## config.mk

```make
export PLATFORM = sky130hd
export DESIGN_NAME = uart_modem_pin_interface
export DESIGN_NICKNAME = d
export VERILOG_FILES = /design/src/uart_pin_pkg.sv /design/src/uart_modem_pin_interface.sv /design/src/uart_tx_fifo.sv /design/src/uart_serial_tx.sv
export SDC_FILE = /design/constraint.sdc
export NUM_CORES = 2
export LEC_CHECK = 0
export BUFFER_PORTS_ARGS = -buffer_cell sky130_fd_sc_hd__buf_4
export CAP_MARGIN = 15
export CORE_UTILIZATION = 41
export CTS_CLUSTER_SIZE = 8
export DETAILED_ROUTE_END_ITERATION = 8
export GPL_TIMING_DRIVEN = 0
export PLACE_DENSITY = 0.56
export SYNTH_ARGS = -nofsm -noshare
export SYNTH_HDL_FRONTEND = slang
export SYNTH_SLANG_ARGS = --single-unit
```

## constraint.sdc

```tcl
create_clock -name mclk_i -period 4.83 [get_ports mclk_i]
set_input_delay 0 -clock mclk_i [delete_from_list [all_inputs] [get_ports mclk_i]]
set_output_delay 0 -clock mclk_i [all_outputs]
set_load 0.02 [all_outputs]
```

## src/uart_pin_pkg.sv

```systemverilog
// shared constants, field positions, states and carriers for the quad uart pin block
package uart_pin_pkg;

  // ---------------------------------------------------------------
  // sizes and timing
  // ---------------------------------------------------------------
  localparam int NUM_CH = 4;
  localparam int DATA_W = 8;
  localparam int FIFO_DEPTH = 32;
  localparam int CLK_HZ = 25_000_000;
  localparam int BIT_CLKS = 16;
  // infrared pulse is 3/16 of a bit period
  localparam int IR_PULSE_CLKS = (BIT_CLKS * 3) / 16;
  localparam int RX_MID_CLKS = BIT_CLKS / 2;

  // ---------------------------------------------------------------
  // control register field positions and reset values
  // ---------------------------------------------------------------
  localparam int MCR_DTR_BIT = 0;
  localparam int MCR_RTS_BIT = 1;
  localparam int MCR_INT_EN_BIT = 3;
  localparam int MCR_IR_BIT = 6;
  localparam int EFR_AUTO_RTS_BIT = 6;
  localparam int EFR_AUTO_CTS_BIT = 7;
  localparam int IER_RTS_INT_BIT = 6;
  localparam int IER_CTS_INT_BIT = 7;
  localparam logic [7:0] MCR_RESET = 8'h00;

  // build strap for the interrupt-select pin
  localparam logic [1:0] STRAP_PIN = 2'h0;
  localparam logic [1:0] STRAP_HIGH = 2'h1;
  localparam logic [1:0] STRAP_LOW = 2'h2;

  // ---------------------------------------------------------------
  // state machines
  // ---------------------------------------------------------------
  typedef enum logic [3:0] {
    SER_IDLE = 4'b0001,
    SER_START = 4'b0010,
    SER_DATA = 4'b0100,
    SER_STOP = 4'b1000
  } ser_state_t;

  // ---------------------------------------------------------------
  // carriers
  // ---------------------------------------------------------------
  typedef struct packed {
    logic rx;
    logic cts_n;
    logic dsr_n;
  } modem_in_t;

  typedef struct packed {
    logic tx;
    logic rts_n;
    logic dtr_n;
    logic irq;
    logic irq_oe;
  } modem_out_t;

  typedef struct packed {
    logic cts;
    logic dsr;
    logic cts_hold;
    logic rts_hold;
    logic frame_err;
    logic overrun;
  } chan_status_t;

endpackage : uart_pin_pkg

```

## src/uart_modem_pin_interface.sv

```systemverilog
// quad uart pin-level block: interrupt pins, serial lines, modem handshakes
//
// How it works
// - in strobe bus mode a high interrupt select keeps all channel interrupt pins driven.
// - in strobe bus mode with interrupt select low a channel interrupt pin is driven only while its control bit 3 is set.
// - interrupt select only matters when the bus-type input picks the strobe bus.
// - a strap parameter builds the block with interrupt select tied high or tied low.
// - with control bit 6 clear the transmit line is standard and sits high in reset and idle.
// - with control bit 6 set both directions go through the infrared coder, transmit idling low.
// - clear-to-send can hold the transmitter when automatic mode is on, else is a plain input.
// - data-terminal-ready is an active-low output software drives freely.
// - data-set-ready is only reported, never touching transmit or receive.
// - bus-type high means strobe bus, low means single-chip-select bus.
// - in strobe bus mode with interrupt select low an interrupt pin floats while control bit 3 is 0 and drives when 1.
`timescale 1ns/1ns
`default_nettype none
module uart_modem_pin_interface #(
  parameter int NUM_CH = uart_pin_pkg::NUM_CH,
  parameter int FIFO_DEPTH = uart_pin_pkg::FIFO_DEPTH,
  parameter int BIT_CLKS = uart_pin_pkg::BIT_CLKS,
  parameter logic [1:0] INTERRUPT_SELECT_PIN_STRAP = uart_pin_pkg::STRAP_PIN
) (
  input wire logic mclk_i,
  input wire logic rst_b_i,
  input wire logic bus_type_i,
  input wire logic interrupt_select_pin_i,
  input wire logic [NUM_CH-1:0][7:0] modem_control_reg_i,
  input wire logic [NUM_CH-1:0][7:0] enhanced_feature_reg_i,
  input wire logic [NUM_CH-1:0][7:0] interrupt_enable_reg_i,
  input wire logic [NUM_CH-1:0] irq_req_i,
  input wire logic [NUM_CH-1:0][7:0] tx_data_i,
  input wire logic [NUM_CH-1:0] tx_valid_i,
  output logic [NUM_CH-1:0] tx_ready_o,
  output logic [NUM_CH-1:0][7:0] rx_data_o,
  output logic [NUM_CH-1:0] rx_valid_o,
  input wire logic [NUM_CH-1:0] rx_ready_i,
  input wire uart_pin_pkg::modem_in_t [NUM_CH-1:0] modem_in_i,
  output uart_pin_pkg::modem_out_t [NUM_CH-1:0] modem_out_o,
  output uart_pin_pkg::chan_status_t [NUM_CH-1:0] status_o
);

  localparam int TW = $clog2(BIT_CLKS);

  // ---------------------------------------------------------------
  // interrupt-select source
  // ---------------------------------------------------------------
  logic int_sel;

  always_comb
  begin
    case (INTERRUPT_SELECT_PIN_STRAP)
      uart_pin_pkg::STRAP_HIGH: int_sel = 1'b1;
      uart_pin_pkg::STRAP_LOW: int_sel = 1'b0;
      default: int_sel = interrupt_select_pin_i;
    endcase
  end

  // ---------------------------------------------------------------
  // per-channel logic
  // ---------------------------------------------------------------
  genvar ch;
  generate
    for (ch = 0; ch < NUM_CH; ch++)
    begin : g_ch
      logic [7:0] modem_control_reg;
      logic infrared;
      logic cts_hold;
      logic [7:0] fifo_data;
      logic fifo_valid;
      logic fifo_ready;
      logic tx_line;
      logic rx_line;
      logic tick_end;

      uart_pin_pkg::ser_state_t rstate_r, rstate_nxt;
      logic [7:0] rshift_r, rshift_nxt;
      logic [2:0] rbit_r, rbit_nxt;
      logic [TW-1:0] rtick_r, rtick_nxt;
      logic [TW-1:0] ir_cnt_r, ir_cnt_nxt;
      logic [7:0] rdata_r, rdata_nxt;
      logic rvalid_r, rvalid_nxt;
      logic ferr_r, ferr_nxt;
      logic ovr_r, ovr_nxt;
      uart_pin_pkg::modem_out_t pins_r, pins_nxt;
      uart_pin_pkg::chan_status_t stat_r, stat_nxt;

      assign modem_control_reg = modem_control_reg_i[ch];
      assign infrared = modem_control_reg[uart_pin_pkg::MCR_IR_BIT];
      // held only when automatic mode is on and far end is not clear
      assign cts_hold = enhanced_feature_reg_i[ch][uart_pin_pkg::EFR_AUTO_CTS_BIT]
                        && modem_in_i[ch].cts_n;

      uart_tx_fifo #(
        .WIDTH(8),
        .DEPTH(FIFO_DEPTH)
      ) u_fifo (
        .mclk_i(mclk_i),
        .rst_b_i(rst_b_i),
        .in_data_i(tx_data_i[ch]),
        .in_valid_i(tx_valid_i[ch]),
        .in_ready_o(tx_ready_o[ch]),
        .out_data_o(fifo_data),
        .out_valid_o(fifo_valid),
        .out_ready_i(fifo_ready)
      );

      uart_serial_tx #(
        .BIT_CLKS(BIT_CLKS),
        .IR_PULSE_CLKS(uart_pin_pkg::IR_PULSE_CLKS)
      ) u_tx (
        .mclk_i(mclk_i),
        .rst_b_i(rst_b_i),
        .infrared_i(infrared),
        .cts_hold_i(cts_hold),
        .data_i(fifo_data),
        .valid_i(fifo_valid),
        .ready_o(fifo_ready),
        .tx_o(tx_line)
      );

      // infrared decode: a pulse marks a zero bit, stretched over one bit time
      assign rx_line = infrared ? (ir_cnt_r == '0) : modem_in_i[ch].rx;
      assign tick_end = (rtick_r == TW'(BIT_CLKS - 1));

      always_comb
      begin
        rstate_nxt = rstate_r;
        rshift_nxt = rshift_r;
        rbit_nxt = rbit_r;
        rtick_nxt = tick_end ? '0 : rtick_r + 1'b1;
        rdata_nxt = rdata_r;
        ferr_nxt = 1'b0;
        ovr_nxt = 1'b0;
        ir_cnt_nxt = ir_cnt_r;
        if (infrared && modem_in_i[ch].rx)
        begin
          ir_cnt_nxt = TW'(BIT_CLKS - 1);
        end
        else if (ir_cnt_r != '0)
        begin
          ir_cnt_nxt = ir_cnt_r - 1'b1;
        end
        // consumer clear loses to a new byte landing in the same cycle
        rvalid_nxt = rvalid_r && !rx_ready_i[ch];
        case (rstate_r)
          uart_pin_pkg::SER_IDLE:
          begin
            rtick_nxt = '0;
            if (!rx_line)
            begin
              rstate_nxt = uart_pin_pkg::SER_START;
            end
          end
          uart_pin_pkg::SER_START:
          begin
            if (rtick_r == TW'(uart_pin_pkg::RX_MID_CLKS - 1))
            begin
              rtick_nxt = '0;
              rbit_nxt = '0;
              // glitch shorter than half a bit is not a start
              rstate_nxt = rx_line ? uart_pin_pkg::SER_IDLE : uart_pin_pkg::SER_DATA;
            end
          end
          uart_pin_pkg::SER_DATA:
          begin
            if (tick_end)
            begin
              rshift_nxt = {rx_line, rshift_r[7:1]};
              rbit_nxt = rbit_r + 1'b1;
              if (rbit_r == 3'h7)
              begin
                rstate_nxt = uart_pin_pkg::SER_STOP;
              end
            end
          end
          uart_pin_pkg::SER_STOP:
          begin
            if (tick_end)
            begin
              rstate_nxt = uart_pin_pkg::SER_IDLE;
              if (rx_line)
              begin
                ovr_nxt = rvalid_r && !rx_ready_i[ch];
                rdata_nxt = rshift_r;
                rvalid_nxt = 1'b1;
              end
              else
              begin
                ferr_nxt = 1'b1;
              end
            end
          end
          default:
          begin
            rstate_nxt = uart_pin_pkg::SER_IDLE;
          end
        endcase
      end

      // pins and status
      always_comb
      begin
        pins_nxt.tx = tx_line;
        pins_nxt.dtr_n = !modem_control_reg[uart_pin_pkg::MCR_DTR_BIT];
        // automatic mode lifts request-to-send while the receive slot is full
        pins_nxt.rts_n = !modem_control_reg[uart_pin_pkg::MCR_RTS_BIT]
                         || (enhanced_feature_reg_i[ch][uart_pin_pkg::EFR_AUTO_RTS_BIT]
                             && rvalid_r);
        pins_nxt.irq = irq_req_i[ch];
        pins_nxt.irq_oe = 1'b0;
        if (bus_type_i)
        begin
          pins_nxt.irq_oe = int_sel || modem_control_reg[uart_pin_pkg::MCR_INT_EN_BIT];
        end
        else if (ch == 0)
        begin
          // single-chip-select mode: channel 0 is a shared open-drain low
          pins_nxt.irq = 1'b0;
          pins_nxt.irq_oe = |irq_req_i;
        end
        else
        begin
          // unused pins sit at logic zero
          pins_nxt.irq = 1'b0;
          pins_nxt.irq_oe = 1'b1;
        end
        stat_nxt.cts = !modem_in_i[ch].cts_n;
        stat_nxt.dsr = !modem_in_i[ch].dsr_n;
        stat_nxt.cts_hold = cts_hold;
        stat_nxt.rts_hold = pins_r.rts_n;
        stat_nxt.frame_err = ferr_r;
        stat_nxt.overrun = ovr_r;
      end

      always_ff @(posedge mclk_i)
      begin
        if (!rst_b_i)
        begin
          rstate_r <= uart_pin_pkg::SER_IDLE;
          rshift_r <= '0;
          rbit_r <= '0;
          rtick_r <= '0;
          ir_cnt_r <= '0;
          rdata_r <= '0;
          rvalid_r <= 1'b0;
          ferr_r <= 1'b0;
          ovr_r <= 1'b0;
          pins_r <= '{tx: 1'b1, rts_n: 1'b1, dtr_n: 1'b1, irq: 1'b0, irq_oe: 1'b0};
          stat_r <= '0;
        end
        else
        begin
          rstate_r <= rstate_nxt;
          rshift_r <= rshift_nxt;
          rbit_r <= rbit_nxt;
          rtick_r <= rtick_nxt;
          ir_cnt_r <= ir_cnt_nxt;
          rdata_r <= rdata_nxt;
          rvalid_r <= rvalid_nxt;
          ferr_r <= ferr_nxt;
          ovr_r <= ovr_nxt;
          pins_r <= pins_nxt;
          stat_r <= stat_nxt;
        end
      end

      // tx pin passes straight from the serialiser flop
      assign modem_out_o[ch] = '{tx: tx_line, rts_n: pins_r.rts_n, dtr_n: pins_r.dtr_n,
                                 irq: pins_r.irq, irq_oe: pins_r.irq_oe};
      assign status_o[ch] = stat_r;
      assign rx_data_o[ch] = rdata_r;
      assign rx_valid_o[ch] = rvalid_r;
    end
  endgenerate

endmodule : uart_modem_pin_interface
`default_nettype wire

```

## src/uart_tx_fifo.sv

```systemverilog
// synchronous fifo with valid/ready on both sides
`timescale 1ns/1ns
`default_nettype none
module uart_tx_fifo #(
  parameter int WIDTH = 8,
  parameter int DEPTH = 32
) (
  input wire logic mclk_i,
  input wire logic rst_b_i,
  input wire logic [WIDTH-1:0] in_data_i,
  input wire logic in_valid_i,
  output logic in_ready_o,
  output logic [WIDTH-1:0] out_data_o,
  output logic out_valid_o,
  input wire logic out_ready_i
);

  localparam int AW = $clog2(DEPTH);

  logic [WIDTH-1:0] mem [DEPTH];
  logic [AW-1:0] wr_ptr_r, wr_ptr_nxt, rd_ptr_r, rd_ptr_nxt;
  logic [AW:0] count_r, count_nxt;
  logic push, pop;

  assign in_ready_o = (count_r != (AW+1)'(DEPTH));
  assign out_valid_o = (count_r != '0);
  assign out_data_o = mem[rd_ptr_r];
  assign push = in_valid_i && in_ready_o;
  assign pop = out_valid_o && out_ready_i;

  always_comb
  begin
    wr_ptr_nxt = wr_ptr_r;
    rd_ptr_nxt = rd_ptr_r;
    count_nxt = count_r;
    if (push)
    begin
      wr_ptr_nxt = (wr_ptr_r == AW'(DEPTH - 1)) ? '0 : wr_ptr_r + 1'b1;
    end
    if (pop)
    begin
      rd_ptr_nxt = (rd_ptr_r == AW'(DEPTH - 1)) ? '0 : rd_ptr_r + 1'b1;
    end
    if (push && !pop)
    begin
      count_nxt = count_r + 1'b1;
    end
    else if (pop && !push)
    begin
      count_nxt = count_r - 1'b1;
    end
  end

  always_ff @(posedge mclk_i)
  begin
    if (!rst_b_i)
    begin
      wr_ptr_r <= '0;
      rd_ptr_r <= '0;
      count_r <= '0;
    end
    else
    begin
      wr_ptr_r <= wr_ptr_nxt;
      rd_ptr_r <= rd_ptr_nxt;
      count_r <= count_nxt;
    end
  end

  // storage needs no reset; only written words are ever read
  always_ff @(posedge mclk_i)
  begin
    if (push)
    begin
      mem[wr_ptr_r] <= in_data_i;
    end
  end

endmodule : uart_tx_fifo
`default_nettype wire

```

## src/uart_serial_tx.sv

```systemverilog
// one-channel serialiser: 8n1 framing with optional infrared pulse encoding
`timescale 1ns/1ns
`default_nettype none
module uart_serial_tx #(
  parameter int BIT_CLKS = uart_pin_pkg::BIT_CLKS,
  parameter int IR_PULSE_CLKS = uart_pin_pkg::IR_PULSE_CLKS
) (
  input wire logic mclk_i,
  input wire logic rst_b_i,
  input wire logic infrared_i,
  input wire logic cts_hold_i,
  input wire logic [7:0] data_i,
  input wire logic valid_i,
  output logic ready_o,
  output logic tx_o
);

  localparam int TW = $clog2(BIT_CLKS);

  uart_pin_pkg::ser_state_t state_r, state_nxt;
  logic [7:0] shift_r, shift_nxt;
  logic [2:0] bit_r, bit_nxt;
  logic [TW-1:0] tick_r, tick_nxt;
  logic tx_r, tx_nxt;
  logic line;
  logic tick_end;

  assign tick_end = (tick_r == TW'(BIT_CLKS - 1));
  // a held transmitter finishes its character, then waits
  assign ready_o = (state_r == uart_pin_pkg::SER_IDLE) && !cts_hold_i;
  assign tx_o = tx_r;

  always_comb
  begin
    state_nxt = state_r;
    shift_nxt = shift_r;
    bit_nxt = bit_r;
    tick_nxt = tick_end ? '0 : tick_r + 1'b1;
    line = 1'b1;
    case (state_r)
      uart_pin_pkg::SER_IDLE:
      begin
        tick_nxt = '0;
        if (valid_i && ready_o)
        begin
          shift_nxt = data_i;
          state_nxt = uart_pin_pkg::SER_START;
        end
      end
      uart_pin_pkg::SER_START:
      begin
        line = 1'b0;
        if (tick_end)
        begin
          bit_nxt = '0;
          state_nxt = uart_pin_pkg::SER_DATA;
        end
      end
      uart_pin_pkg::SER_DATA:
      begin
        line = shift_r[0];
        if (tick_end)
        begin
          shift_nxt = {1'b0, shift_r[7:1]};
          bit_nxt = bit_r + 1'b1;
          if (bit_r == 3'h7)
          begin
            state_nxt = uart_pin_pkg::SER_STOP;
          end
        end
      end
      uart_pin_pkg::SER_STOP:
      begin
        if (tick_end)
        begin
          state_nxt = uart_pin_pkg::SER_IDLE;
        end
      end
      default:
      begin
        state_nxt = uart_pin_pkg::SER_IDLE;
      end
    endcase
    // infrared: a zero bit is a short high pulse, idle and one bits are low
    if (infrared_i)
    begin
      tx_nxt = !line && (tick_r < TW'(IR_PULSE_CLKS));
    end
    else
    begin
      tx_nxt = line;
    end
  end

  always_ff @(posedge mclk_i)
  begin
    if (!rst_b_i)
    begin
      state_r <= uart_pin_pkg::SER_IDLE;
      shift_r <= '0;
      bit_r <= '0;
      tick_r <= '0;
      tx_r <= 1'b1;
    end
    else
    begin
      state_r <= state_nxt;
      shift_r <= shift_nxt;
      bit_r <= bit_nxt;
      tick_r <= tick_nxt;
      tx_r <= tx_nxt;
    end
  end

endmodule : uart_serial_tx
`default_nettype wire

```

## Word level (Yosys, flattened, before mapping)

Memory sizes are Yosys's and may differ from the RTL's. A register that Yosys moved wholly into a read port is not among the register bits.
Index checks and enable logic that the tools add are counted.

- Add/sub/neg operators: 36
- $lt $le $gt $ge: 4
- Eq/ne operators: 104
- Multiplexer cells: 172
- Bitwise operators: 1
- Reductions and logical operators: 158

Operators with widths:

| cell | number |
|---|---|
| $mux W4 | 56 |
| $pmux W4 S4 | 8 |
| $mux W5 | 16 |
| $eq A4 B4 Y1 const B | 16 |
| $mux W8 | 8 |
| $pmux W8 S2 | 4 |
| $mux W3 | 20 |
| $reduce_and A3 Y1 | 20 |
| $eq A4 B3 Y1 const B | 12 |
| $mux W6 | 8 |
| $ne A2 B2 Y1 const B | 24 |
| $pmux W3 S2 | 8 |
| $add A5 B1 Y5 const B | 8 |
| $eq A5 B5 Y1 const B | 8 |
| $logic_and A1 B1 Y1 | 40 |
| $reduce_and A5 Y1 | 8 |
| $reduce_bool A2 Y1 | 20 |
| $logic_not A1 Y1 | 36 |
| $mux W1 | 36 |
| $add A4 B1 Y4 const B | 8 |
| $eq A4 B1 Y1 const B | 8 |
| $eq A4 B2 Y1 const B | 8 |
| $ne A2 B1 Y1 const B | 16 |
| $pmux W4 S2 | 4 |
| 17 further kinds | 75 |

- Register bits after elaboration: 320
- Memory bits (writable): 1024
- Output and inout port bits: 84
- Memories kept: 4

Memory list:

| name | depth | width | read ports | clocked after memory_dff | wr ports | line | text |
|---|---|---|---|---|---|---|---|
| g_ch[0].u_fifo.mem | 32 | 8 | 1 | 1 | 1 | uart_tx_fifo.sv:20 | `logic [WIDTH-1:0] mem [DEPTH];` |
| g_ch[1].u_fifo.mem | 32 | 8 | 1 | 1 | 1 | uart_tx_fifo.sv:20 |  |
| g_ch[2].u_fifo.mem | 32 | 8 | 1 | 1 | 1 | uart_tx_fifo.sv:20 |  |
| g_ch[3].u_fifo.mem | 32 | 8 | 1 | 1 | 1 | uart_tx_fifo.sv:20 |  |

## Depth between registers and ports, before layout

- Depth after elaboration: 7
- Gate-level depth with buffers: 15
- Gate-level depth less buffers: 12

## Hierarchy

From an unflattened synthesis, not the netlist that was laid out.

- Cell total of the unflattened synthesis: 3674
- Area total of the unflattened synthesis: 55625.8 µm²

Modules (own cells, without submodules):

| module | times used | cells each | area an instance (µm²) | seq. area each (µm²) |
|---|---|---|---|---|
| uart_tx_fifo (g_ch[0].u_fifo ...) | 3 | 630 | 11188.2 | 8107.8 |
| uart_tx_fifo (g_ch[3].u_fifo) | 1 | 622 | 11207.0 | 8107.8 |
| uart_modem_pin_interface | 1 | 738 | 6940.4 | 3523.4 |
| uart_serial_tx | 4 | 106 | 978.4 | 400.4 |

## Worst setup path after synthesis

OpenSTA, ideal clock, no wires.

- Path type: register -> register
- Start: register g_ch[3].u_fifo.count_r[1]
- End: register g_ch[3].u_fifo.count_r[5]
- Library setup time: 0.132 ns
- Arrival: 3.265 ns
- Required time: 4.698 ns
- Setup slack: 1.433 ns
- Cell stages (with the launch flop): 14
- Clock period less this slack: 3.397 ns
- Path through: dfxtp_1 or4_1 o311a_1 inv_1 buf_2 buf_4 ha_1 inv_1 ha_1 a21oi_1 a21boi_0 o21a_1 o22ai_1 or3b_2

- Word-level cells in the longest chain between the ends: 5

RTL lines:

| item | line | text |
|---|---|---|
| from (decl) | uart_tx_fifo.sv:22 | `logic [AW:0] count_r, count_nxt;` |
| from (signal assigned) | uart_tx_fifo.sv:66 | `count_r <= count_nxt;` |
| branches (longest 5 deep; another with $sub A6 B1 Y6) | -- |  |

Parallel ways; which one is timed is not known. The select of a mux whose other input is x is not followed.
A chain may end at the register's enable or synchronous reset.

## Worst setup path after layout

- Start: register g_ch[3].u_tx.state_r[2]
- End: register g_ch[3].u_fifo.count_r[5]

- Word-level cells in the longest chain between the ends: 6

RTL lines:

| item | line | text |
|---|---|---|
| from (decl) | uart_serial_tx.sv:20 | `uart_pin_pkg::ser_state_t state_r, state_nxt;` |
| from (signal assigned) | uart_serial_tx.sv:99 | `state_r <= uart_pin_pkg::SER_IDLE;` |
| from (signal assigned) | uart_serial_tx.sv:107 | `state_r <= state_nxt;` |
| $eq A4 B1 Y1 * | uart_serial_tx.sv:30 | `assign ready_o = (state_r == uart_pin_pkg::SER_IDLE) && !cts_hold_i;` |
| $logic_and A1 B1 Y1 * | uart_serial_tx.sv:30 |  |
| $logic_and A1 B1 Y1 * | uart_tx_fifo.sv:29 | `assign pop = out_valid_o && out_ready_i;` |
| $logic_not A1 Y1 | uart_tx_fifo.sv:44 | `if (push && !pop)` |
| $logic_and A1 B1 Y1 | uart_tx_fifo.sv:44 |  |
| $mux W6 / $reduce_bool A2 Y1 (equally long branches) | -- |  |

Every way passes the cells marked *; elsewhere a longest branch is shown, timed or not.

==> flow_metrics.env <==
export IMPL_status="finished clean"
export IMPL_synth_top_area_cell="edfxtp_1"
export IMPL_multi_input_area_um2=15800
export IMPL_wire_per_inst_um=23.3
export IMPL_hp_class="input port to flop"
export IMPL_fin_crit_ns=4.02
export IMPL_clockBufferDepth=3
export IMPL_ys_flop_type="edfxtp_1"
export IMPL_power_density_nw_per_um2=496
export IMPL_initial_core_util=0.414
export IMPL_dieArea_um2=134000
export IMPL_nFillCells=11100
export IMPL_p_switching_mw=8.76
export IMPL_holdBufCountCts=128
export IMPL_tns_ns=0
export IMPL_grt_usage=0.199
export IMPL_n_antenna_cell=0
export IMPL_synth_area_um2=54500
export IMPL_fin_ws_ns=0.814
export IMPL_final_common_cell="edfxtp_1"
export IMPL_slew_headroom=0.169
export IMPL_pin_count=240
export IMPL_drtIter0Drc=2777
export IMPL_final_period_utilization=0.831
export IMPL_drt_first_pass_iters=7
export IMPL_die_height_um=367
export IMPL_drc=0
export IMPL_netlist_instances=3453
export IMPL_synthArstFlopShare=0
export IMPL_tightest_slew_ns=1.25
export IMPL_rows=133
export IMPL_dpl_cell_area_um2=58000
export IMPL_areaGrowthSynthToFinish_pct=18.6
export IMPL_grt_setup_unrepaired="false"
export IMPL_core_area_um2=132000
export IMPL_power_leakage_nw=21.6
export IMPL_num_vias=31700
export IMPL_grt_overflow=0
export IMPL_ys_ff_latch=1364
export IMPL_dp_cells=5378
export IMPL_critPathMaxFanout=10
export IMPL_tritoncts="yes"
export IMPL_routed_via_density=5.49
export IMPL_ys_warnings_count=0
export IMPL_regArea_um2=37600
export IMPL_clk_pin_slew_worst_paths_ns=0.05
export IMPL_combinationalPowerShare=0.203
export IMPL_grt_pass1_wl_um=200000
export IMPL_start_kind="flop"
export IMPL_cp_end_kind="flop"
export IMPL_synth_edf_count=1024
export IMPL_grt_pass1_vias=31300
export IMPL_clkSinkCount=1364
export IMPL_synth_top_area_share=0.564
export IMPL_ys_seq_area_frac=0.689
export IMPL_drt_total_wl_um=134000
export IMPL_post_cts_setup_buffers=0
export IMPL_numCtsBuffers=189
export IMPL_p_int_mw=23.3
export IMPL_irDropWorstVdd_v=0.000310
export IMPL_clock_root_buffer="clkbuf_16"
export IMPL_crit_arrival_ns=4.70
export IMPL_finalHoldViolCount=0
export IMPL_criticalPathCategory="flop to flop"
export IMPL_ant_nets=0
export IMPL_setup_viol=0
export IMPL_cts_resized=0
export IMPL_timing_fmax_mhz=249
export IMPL_postSynthAreaPerCell_um2=15.8
export IMPL_clk_latency_ns=0.81
export IMPL_pwr_share_clk=0.377
export IMPL_nets=4179
export IMPL_fin_skew_ns=0.0511
export IMPL_switching_share=0.274
export IMPL_fp_dieW_um=367
export IMPL_place_congestion=0.837
export IMPL_grt_max_degree=33
export IMPL_yosys_cell_types_count=65
export IMPL_antenna_found_initial=8
export IMPL_p_seq_frac=0.420
export IMPL_critPathRequiredTime_ns=5.52
export IMPL_final_cell_mix="edfxtp_1, dfxtp_1, nor2_1, mux4_2, nand2_1"
export IMPL_drive_gt1_frac=0.193
export IMPL_final_cells=5776
export IMPL_port_buffers=167
export IMPL_dp_slack_ns=0.891
export IMPL_place_hpwl_um=86600
export IMPL_final_area_um2=64600
export IMPL_max_cap_violations=0
export IMPL_slew_viol_final=0
export IMPL_synth_area_top_cells="edfxtp_1, dfxtp_1, mux4_2"
export IMPL_syn_nets=3690
export IMPL_ctsHtreeMaxLevel=4
-- power groups by stage --
stage	Combinational (mW)	Clock, mW	Sequential [mW]
6_report	6.52	12.1	13.4
2_1_floorplan	4.61	0	13.6
3_3_place_gp	6.40	0	13.6
4_1_cts	6.56	12.3	13.4
3_5_place_dp	6.45	0	13.7
5_1_grt	7.05	12.8	13.5
-- metrics by stage --
stage | total power, mW | util | hold slack (ns)
CTS | 32.3 | 0.491 | 0.0279
finish | 32.0 | 0.491 | 0.0952
global route | 33.3 | 0.491 | 0.0919
floorplan | 18.2 | - | 0.0667
detailed placement | 20.1 | 0.441 | 0.153
global placement | 20.0 | 0.440 | 0.151
-- worst max-delay path, stage by stage, from the launching register on --
cell and delay [ns]:
dfxtp_1 0.30, clkbuf_1 0.22, nor4b_1 0.70, o311a_1 0.30, inv_1 0.08, buf_2 0.20
buf_4 0.20, ha_1 0.25, inv_1 0.19, ha_1 0.29, a21oi_1 0.19, a21boi_0 0.16
o21a_1 0.21, o22ai_1 0.14, or3b_2 0.46
-- final timing paths --
kind	from	endpoint	slack, ns	cells after the start
worst min register to register	g_ch[3].ovr_r	status_o[18]	0.43	1
worst min-delay path	modem_in_i[8]	g_ch[2].ir_cnt_r[3]	0.1	4
worst max register to register	g_ch[3].u_tx.state_r[2]	g_ch[3].u_fifo.count_r[5]	0.81	14
worst max-delay path	g_ch[3].u_tx.state_r[2]	g_ch[3].u_fifo.count_r[5]	0.81	14
-- final cells by class --
class,count,share of cell area
Multi-Input combinational cell,1853,0.245
Tap cell,1755,0.0340
Timing Repair Buffer,298,0.0401
Buffer,183,0.0139
Clock inverter,16,0.00461
Clock buffer,254,0.0778
Inverter,53,0.00308
Sequential cell,1364,0.581
-- flip-flops by register name (all words and copies together), names as in the netlist, 12 cells and up, named ones only --
register,count
g_ch.u_fifo.count_r,24
modem_out_o,16
g_ch.rstate_r,16
g_ch.ir_cnt_r,16
g_ch.u_fifo.rd_ptr_r,20
g_ch.u_tx.state_r,16
g_ch.u_fifo.mem,1024
g_ch.u_fifo.wr_ptr_r,20
g_ch.u_tx.bit_r,12
g_ch.u_tx.tick_r,16
g_ch.rtick_r,16
g_ch.u_tx.shift_r,32
status_o,24
g_ch.rbit_r,12
g_ch.rshift_r,32
g_ch.rdata_r,32
-- per-layer routing --
layer | GRT usage | wire length, um
met1 | 0.295 | 62700
met2 | 0.298 | 60100
met3 | 0.0381 | 8630
met4 | 0.0586 | 2970
met5 | 0 | 13
-- kinds of logic after synthesis --
kind of cell    after synthesis  synth area share
flops                      1364             0.689
buf+inv                     236            0.0201
fa+ha+maj                    81            0.0192
compound gates              392            0.0460
mux                         435             0.140
xor+xnor                     34           0.00547
simple gates                911            0.0800
-- Yosys cell counts, types with 26 or more instances --
| cell type | n |
|---|---|
| ha_1 | 77 |
| nand2_1 | 221 |
| inv_1 | 50 |
| o221ai_1 | 27 |
| clkbuf_1 | 92 |
| nand2b_1 | 26 |
| a21oi_1 | 158 |
| edfxtp_1 | 1024 |
| mux4_2 | 258 |
| buf_4 | 29 |
| buf_2 | 39 |
| a31oi_1 | 27 |
| nor3_1 | 39 |
| mux2i_1 | 143 |
| dfxtp_1 | 340 |
| nand3_1 | 87 |
| o21ai_0 | 49 |
| mux2_2 | 34 |
| nor2_1 | 337 |
No activity file was read; power rests on OpenSTA's default activity.
